$ cat config.mk
export PLATFORM = sky130hd
export DESIGN_NAME = rpm_ctrl
export DESIGN_NICKNAME = d
export VERILOG_FILES = /design/src/rpm_pkg.sv /design/src/rpm_ctrl.sv
export SDC_FILE = /design/constraint.sdc
export NUM_CORES = 1
export LEC_CHECK = 0
export BUFFER_PORTS_ARGS = -buffer_cell sky130_fd_sc_hd__buf_2
export CORE_MARGIN = 1.5
export CORE_UTILIZATION = 50
export CTS_CLUSTER_DIAMETER = 120
export DETAILED_ROUTE_END_ITERATION = 12
export MAX_ROUTING_LAYER = met4
export PLACE_DENSITY = 0.75
export RECOVER_POWER = 25
export SLEW_MARGIN = 20
export SYNTH_ARGS = -nofsm -noshare
export SYNTH_HDL_FRONTEND = slang
export SYNTH_SLANG_ARGS = --single-unit
$ cat constraint.sdc
create_clock -name i_ref_clk -period 5.7 [get_ports i_ref_clk]
set_clock_uncertainty 0.2 [all_clocks]
set_input_delay 0.285 -clock i_ref_clk [delete_from_list [all_inputs] [get_ports i_ref_clk]]
set_output_delay 0.285 -clock i_ref_clk [all_outputs]
set_load 0.02 [all_outputs]
$ cat src/rpm_pkg.sv
// Package of constants for the reduced power mode control block.
package rpm_pkg;
   // Register offsets and field positions.
   localparam logic [7:0] PMC_ADDR       = 8'h87;
   localparam int         IDLE_BIT       = 0;
   localparam int         PDOWN_BIT      = 1;
   localparam int         FLAG_LOW_BIT   = 2;
   localparam int         FLAG_HIGH_BIT  = 3;
   localparam logic [7:0] PMC_RESET      = 8'h00;
   localparam logic [7:0] PMC_WR_MASK    = 8'h0F;
   localparam logic [7:0] STATUS_ADDR    = 8'h88;
   // Timing counts in oscillator periods.
   localparam int         OSC_PER_MC     = 12;
   localparam int         RESET_MIN_OSC  = 24;
   localparam int         WAKE_DELAY_OSC = 1536;
   localparam logic [3:0] MC_LAST        = 4'hB;
   localparam logic [4:0] RST_QUAL_LAST  = 5'h17;
   localparam logic [10:0] WAKE_LAST     = 11'h5FF;

   typedef enum logic [1:0] {
      RPM_RUN   = 2'b00,
      RPM_IDLE  = 2'b01,
      RPM_PDOWN = 2'b10,
      RPM_WAKE  = 2'b11
   } rpm_state_t;
endpackage

$ cat src/rpm_ctrl.sv
// Reduced power mode control: idle and power-down entry, exit and wake delay.
`timescale 1ns/1ps
`default_nettype none
// The clock keeps running through power-down in this block; the stopped
// oscillator shows only in the clock enables, the held divider and the
// wake delay count. Reset and wake timing are counted on this one clock,
// in oscillator periods.
module rpm_ctrl (
   input  wire logic       i_ref_clk,
   input  wire logic       i_rst_n,
   input  wire logic       i_clk_en,
   input  wire logic [7:0] i_addr,
   input  wire logic [7:0] i_wdata,
   input  wire logic       i_wr,
   input  wire logic       i_rd,
   output logic      [7:0] o_rdata,
   input  wire logic       i_ext_reset,
   input  wire logic       i_irq_pending,
   input  wire logic [7:0] i_wake_interrupt_inputs,
   input  wire logic [7:0] i_wake_enable,
   input  wire logic       i_instr_done,
   input  wire logic       i_ale_run,
   input  wire logic       i_program_fetch_strobe_run,
   output logic            o_cpu_clk_en,
   output logic            o_periph_clk_en,
   output logic            o_osc_en,
   output logic            o_mc_tick,
   output logic            o_sfr_reset,
   output logic            o_ale,
   output logic            o_program_fetch_strobe,
   output logic            o_port_hold
);
   // ****************************************************************
   // Input synchronisers
   // ****************************************************************
   logic       rst_s1_r, rst_s2_r;
   logic [7:0] wk_s1_r, wk_s2_r;
   // The reset pin rests low and the wake pins rest high, so neither
   // synchroniser shows a false event when reset is released.
   always_ff @(posedge i_ref_clk or negedge i_rst_n) begin
      if (!i_rst_n) begin
         rst_s1_r <= 1'b0;
         rst_s2_r <= 1'b0;
      end else if (i_clk_en) begin
         rst_s1_r <= i_ext_reset;
         rst_s2_r <= rst_s1_r;
      end
   end

   always_ff @(posedge i_ref_clk or negedge i_rst_n) begin
      if (!i_rst_n) begin
         wk_s1_r <= 8'hFF;
         wk_s2_r <= 8'hFF;
      end else if (i_clk_en) begin
         wk_s1_r <= i_wake_interrupt_inputs;
         wk_s2_r <= wk_s1_r;
      end
   end

   // ****************************************************************
   // State registers
   // ****************************************************************
   // All state below freezes while the clock enable is low.
   rpm_pkg::rpm_state_t state_r, state_nxt;
   logic [7:0]  pmc_r, pmc_nxt;
   logic [3:0]  mc_r, mc_nxt;
   logic [4:0]  rq_r, rq_nxt;
   logic [10:0] wd_r, wd_nxt;
   logic        sfr_rst_r, sfr_rst_nxt;
   logic        pend_r, pend_nxt;
   logic [7:0]  rdata_r, rdata_nxt;

   function automatic logic cnt_last4(input logic [3:0] c);
      return c == rpm_pkg::MC_LAST;
   endfunction

   // Shared address decode for the write and read paths.
   function automatic logic addr_is(input logic [7:0] a, input logic [7:0] reg_addr);
      return a == reg_addr;
   endfunction

   logic wr_pmc, wake_hit, rst_qual, wake_done;
   always_comb begin
      wr_pmc    = i_wr && addr_is(i_addr, rpm_pkg::PMC_ADDR);
      // Wake interrupt inputs are active low.
      wake_hit  = |(~wk_s2_r & i_wake_enable);
      rst_qual  = rst_s2_r && (rq_r == rpm_pkg::RST_QUAL_LAST);
      // The wake delay ends once the count reaches its last value.
      wake_done = wd_r == rpm_pkg::WAKE_LAST;
   end

   // ****************************************************************
   // Machine cycle divider
   // ****************************************************************
   // The divider halts with the oscillator and resumes where it stopped.
   always_comb begin
      mc_nxt = mc_r;
      if (state_r != rpm_pkg::RPM_PDOWN) begin
         mc_nxt = cnt_last4(mc_r) ? 4'h0 : mc_r + 4'h1;
      end
   end

   always_ff @(posedge i_ref_clk or negedge i_rst_n) begin
      if (!i_rst_n) begin
         mc_r <= 4'h0;
      end else if (i_clk_en) begin
         mc_r <= mc_nxt;
      end
   end

   // ****************************************************************
   // Reset qualification
   // ****************************************************************
   // A reset shorter than two machine cycles is ignored; one that stays
   // high keeps the registers cleared every cycle.
   always_comb begin
      rq_nxt      = rq_r;
      sfr_rst_nxt = rst_qual;
      if (!rst_s2_r) begin
         rq_nxt = 5'h00;
      end else if (rq_r != rpm_pkg::RST_QUAL_LAST) begin
         rq_nxt = rq_r + 5'h01;
      end
   end

   always_ff @(posedge i_ref_clk or negedge i_rst_n) begin
      if (!i_rst_n) begin
         rq_r      <= 5'h00;
         sfr_rst_r <= 1'b1;
      end else if (i_clk_en) begin
         rq_r      <= rq_nxt;
         sfr_rst_r <= sfr_rst_nxt;
      end
   end

   // ****************************************************************
   // Register readback
   // ****************************************************************
   // Read data stand for one cycle and are zero otherwise, so an unmapped
   // address reads as zero.
   always_comb begin
      rdata_nxt = 8'h00;
      if (i_rd) begin
         if (addr_is(i_addr, rpm_pkg::PMC_ADDR)) begin
            rdata_nxt = pmc_r;
         end else if (addr_is(i_addr, rpm_pkg::STATUS_ADDR)) begin
            rdata_nxt = {6'h00, state_r};
         end
      end
   end

   always_ff @(posedge i_ref_clk or negedge i_rst_n) begin
      if (!i_rst_n) begin
         rdata_r <= 8'h00;
      end else if (i_clk_en) begin
         rdata_r <= rdata_nxt;
      end
   end

   // ****************************************************************
   // Wake delay counter
   // ****************************************************************
   // The count restarts in every power-down, so each wake waits in full.
   always_comb begin
      wd_nxt = wd_r;
      if (state_r == rpm_pkg::RPM_PDOWN) begin
         wd_nxt = 11'h000;
      end else if (state_r == rpm_pkg::RPM_WAKE && !wake_done) begin
         wd_nxt = wd_r + 11'h001;
      end
   end

   always_ff @(posedge i_ref_clk or negedge i_rst_n) begin
      if (!i_rst_n) begin
         wd_r <= 11'h000;
      end else if (i_clk_en) begin
         wd_r <= wd_nxt;
      end
   end

   // ****************************************************************
   // Mode control
   // ****************************************************************
   // Entry is held pending until the writing instruction completes.
   always_comb begin
      state_nxt = state_r;
      pmc_nxt   = pmc_r;
      pend_nxt  = pend_r;
      if (wr_pmc) begin
         pmc_nxt = i_wdata & rpm_pkg::PMC_WR_MASK;
         pend_nxt = i_wdata[rpm_pkg::IDLE_BIT] | i_wdata[rpm_pkg::PDOWN_BIT];
      end
      case (state_r)
         rpm_pkg::RPM_RUN: begin
            // Entry waits for the writing instruction to complete.
            if (pend_r && i_instr_done) begin
               // A write taken in the same cycle arms a new request.
               if (!wr_pmc) begin
                  pend_nxt = 1'b0;
               end
               // Power-down wins when both request bits are set.
               if (pmc_r[rpm_pkg::PDOWN_BIT]) begin
                  state_nxt = rpm_pkg::RPM_PDOWN;
               end else if (pmc_r[rpm_pkg::IDLE_BIT]) begin
                  state_nxt = rpm_pkg::RPM_IDLE;
               end
            end
         end
         rpm_pkg::RPM_IDLE: begin
            // The hardware clear of the idle bit beats a same-cycle write.
            if (i_irq_pending) begin
               pmc_nxt[rpm_pkg::IDLE_BIT] = 1'b0;
               state_nxt = rpm_pkg::RPM_RUN;
            end
         end
         rpm_pkg::RPM_PDOWN: begin
            if (wake_hit) begin
               state_nxt = rpm_pkg::RPM_WAKE;
            end
         end
         rpm_pkg::RPM_WAKE: begin
            if (wake_done) begin
               pmc_nxt[rpm_pkg::PDOWN_BIT] = 1'b0;
               state_nxt = rpm_pkg::RPM_RUN;
            end
         end
         default: state_nxt = rpm_pkg::RPM_RUN;
      endcase
      // Qualified reset restores registers and returns to run.
      if (rst_qual) begin
         state_nxt   = rpm_pkg::RPM_RUN;
         pmc_nxt     = rpm_pkg::PMC_RESET;
         pend_nxt    = 1'b0;
      end
   end

   always_ff @(posedge i_ref_clk or negedge i_rst_n) begin
      if (!i_rst_n) begin
         state_r <= rpm_pkg::RPM_RUN;
         pmc_r   <= rpm_pkg::PMC_RESET;
         pend_r  <= 1'b0;
      end else if (i_clk_en) begin
         state_r <= state_nxt;
         pmc_r   <= pmc_nxt;
         pend_r  <= pend_nxt;
      end
   end

   // ****************************************************************
   // Clock gates and pin control
   // ****************************************************************
   logic in_run, in_idle, osc_off;
   always_comb begin
      in_run  = state_r == rpm_pkg::RPM_RUN;
      in_idle = state_r == rpm_pkg::RPM_IDLE;
      osc_off = state_r == rpm_pkg::RPM_PDOWN;
   end

   // The CPU clock is gated off in idle, power-down and the wake delay.
   assign o_cpu_clk_en    = in_run;
   assign o_periph_clk_en = in_run | in_idle;
   assign o_osc_en        = !osc_off;
   // The tick is masked while the clock enable freezes the divider, so a
   // frozen count never reads as a run of ticks.
   assign o_mc_tick       = cnt_last4(mc_r) && !osc_off && i_clk_en;
   assign o_sfr_reset     = sfr_rst_r;
   assign o_rdata         = rdata_r;
   always_comb begin
      // Idle parks the strobes high; power-down and the wake delay low.
      if (in_idle) begin
         o_ale                  = 1'b1;
         o_program_fetch_strobe = 1'b1;
      end else if (in_run) begin
         o_ale                  = i_ale_run;
         o_program_fetch_strobe = i_program_fetch_strobe_run;
      end else begin
         o_ale                  = 1'b0;
         o_program_fetch_strobe = 1'b0;
      end
   end
   assign o_port_hold = !in_run;
endmodule
`default_nettype wire

==> impl_metrics.py <==
metrics = {
    "logic_synthesis": {
        "synth_fp_nets": 290,
        "yosysSeqAreaShare": 0.502,
        "yosysUniqueCellTypes": 47,
        "synth_warnings": 0,
        "syn_area_per_cell_sq_um": 10.6,
        "async_reset_ff_frac": 1.00,
        "netlist_area_sq_mm": 0.00258,
        "synth-seq-cells": 51,
        "netlist_instances": 245,
        "yosysTopAreaCellShare": 0.329,
        "synth-edff-count": 0,
        "ys_top_cells_by_area": "dfrtp_1 (33%), dfstp_2 (17%), mux2_2 (9.1%)",
        "synthFlopType": "dfrtp_1",
        "synth_largest_area_cell": "dfrtp_1",
    },
    "floorplanning": {
        "die-height_um": 74.9,
        "io_pins": 58,
        "rows": 25,
        "fp.dieW_um": 74.9,
        "fp.coreArea_sq_mm": 0.00485,
        "initial_core_util": 0.533,
        "die_area_sq_mm": 0.00561,
    },
    "timing": {
        "slew_headroom": -0.724,
        "clock.fmax_mhz": 332,
        "hold_viol_final": 0,
        "final.setup.tns_ns": 0,
        "fin_crit_ns": 3.01,
        "grt_setup_unrepaired": "false",
        "timing.final.crit_share": 0.528,
        "tightest_slew_ns": 2.59,
        "setup_viol": 0,
        "drv_slew": 90,
    },
    "clock_network": {
        "cts_root_buffer": "clkbuf_8",
        "max-clock-path-buffers": 2,
        "cts_setup_buffers": 0,
        "cts_tree": "yes",
        "holdBufCountCts": 0,
        "cts_max_level": 2,
        "cts_buffers": 5,
        "clk_latency_ns": 0.30,
        "clkSlewWorstSetupHoldPaths_ns": 0.09,
        "clkSinkCount": 51,
        "cts-resized-gates": 0,
    },
    "layout": {
        "areaGrowthSynthToFinish_pct": 15.6,
        "n_antenna_cell": 0,
        "utilization": 0.617,
        "layout.cells.most_common_list": "buf_2 (51), dfrtp_1 (34), nand2_1 (30)",
        "nNetsFinal": 342,
        "final_common_cell": "buf_2",
        "drive_above_1_share": 0.356,
    },
    "worst_setup_path": {
        "critPathMaxFanout": 51,
        "cp-end-kind": "asynchronous set/reset pin",
        "reg2reg_from": "wd_r[0]$_DFFE_PN0P_",
        "rr_worst_depth": 5,
        "path_cells": "dlygate4sd3_1 > clkbuf_1",
        "cp.required_ns": 5.37,
        "cp_top_family": "buffers and inverters",
        "timing.rr.end": "pmc_r[1]$_DFFE_PN0P_",
        "worstPathArrival_ns": 2.68,
        "cp_slowest_cell": "clkbuf_1",
        "max_stage_delay_ns": 1.82,
        "ff2ff_setup_slack_ns": 3.46,
        "timing_worst_setup_path_type": "input port to asynchronous set/reset pin",
        "critPathLaunchType": "input port",
        "crit_buf_inv": 2,
    },
    "worst_hold_path": {
        "hold_start": "i_wake_interrupt_inputs[4]",
        "hold_path.class": "input port to flop",
        "whs_path_depth": 2,
        "whs_endpoint": "wk_s1_r[4]$_DFFE_PN1P_",
    },
    "run_status": {
        "violations": "max-capacitance violations, max-slew violations",
        "run_status": "finished, violations left",
    },
    "power": {
        "ir_worst_vdd_v": 0.000182,
        "power.density_mw_per_mm2": 318,
        "leakage_nw": 1.37,
    },
    "route": {
        "vias": 1983,
        "drt-total-wl_um": 4960,
        "routedWlPerCell_um": 13.6,
        "drt_first_pass_iters": 4,
        "ant_nets": 0,
        "viasPerCell": 5.43,
        "drt_iter0_drc": 91,
        "drc_errors": 0,
    },
    "place": {
        "dp_hpwl_um": 3650,
        "port_buffers": 53,
        "gp_congestion": 0.852,
    },
    "global_route": {
        "gr-usage-all-layers": 0.202,
        "grt_first_pass_wirelength_um": 8340,
        "overflow": 0,
        "grt_max_degree": 52,
        "grt_pass1_vias": 1903,
        "grt_antenna_before_repair": 0,
    },
    "run": {
        "maxCapViolCount": 2,
    },
}
[worst register-to-register path, cell delays in order, from the launching register on]
cell     delay (ns)
dfrtp_1        0.41
ha_1           0.21
nand3_1        0.18
nor4_1         0.72
a221o_1        0.26
o21ai_0        0.07
[cells by family (layout without fill, tap and decap cells)]
logic type      after synthesis  in the layout  synth area share
flops                        51             51             0.502
simple gates                 90             90             0.187
xor+xnor                      6              6            0.0203
fa+ha+maj                     3              3            0.0145
mux                          24             24             0.103
buf+inv                      21             74            0.0378
compound gates               50             50             0.136
[worst max path at each step]
| stage | startpoint | cells after the start | slack [ns] | to |
|---|---|---|---|---|
| detailed placement | i_clk_en | 6 | 3.38 | wd_r[10]$_DFFE_PN0P_ |
| floorplan | wd_r[0]$_DFFE_PN0P_ | 6 | 3.86 | wd_r[10]$_DFFE_PN0P_ |
| CTS | wd_r[0]$_DFFE_PN0P_ | 6 | 3.49 | wd_r[9]$_DFFE_PN0P_ |
| finish | i_rst_n | 2 | 2.69 | pend_r$_DFFE_PN0P_ |
| global placement | i_clk_en | 6 | 3.39 | wd_r[10]$_DFFE_PN0P_ |
| global route | i_rst_n | 2 | 2.03 | state_r[0]$_DFFE_PN0P_ |
[layer usage]
metal / vias up / GRT usage / routed length (um)
met3: 6 / 0.0602 / 250
li1: 981 / - / -
met1: 955 / 0.246 / 2310
met5: - / - / 0
met4: 0 / 0.0424 / 45
met2: 41 / 0.335 / 2350
[flip-flops by register name, indices dropped and copies added (netlist names), 2 cells and up]
name / flops
wd_r: 11
rq_r: 5
state_r: 2
o_rdata: 5
wk_s1_r: 8
mc_r: 4
pmc_r: 4
wk_s2_r: 8
[metrics by stage]
stage / total power [mW] / setup WS (ns) / hold WS (ns) / instances / instance area, sq um
3_5_place_dp: 0.736 / 3.38 / 0.271 / 356 / 2880
5_1_grt: 1.01 / 2.03 / 0.00155 / 365 / 2990
4_1_cts: 0.955 / 3.49 / 0.00660 / 364 / 2980
6_report: 0.951 / 2.69 / 0.0118 / 365 / 2990
2_1_floorplan: 0.665 / 3.86 / -0.211 / 245 / 2580
3_3_place_gp: 0.724 / 3.39 / 0.270 / 356 / 2880
[final cells by class]
type / count / area (sq um)
fillers: 428 / 1860
flip-flops and latches: 51 / 1300
inverters: 12 / 45.0
well taps: 67 / 83.8
multi-input cells: 173 / 1190
repair buffers: 54 / 273
clock buffers: 8 / 100
[Yosys cell counts, drive strengths merged, types with 6 or more instances]
library cell / instances
dfrtp: 34
nand2: 31
nor2: 22
mux2: 21
o21ai: 20
dfstp: 17
inv: 12
a22o: 8
nand3: 7
nor3: 6
xnor2: 6
[power by group]
part | internal (mW) | leakage (nW) | switching, mW
sequential | 0.436 | 0.614 | 0.0779
combinational | 0.106 | 0.707 | 0.109
clock | 0.111 | 0.0515 | 0.111
total | 0.653 | 1.37 | 0.297
Note: power is estimated with default switching activity, not from simulation.
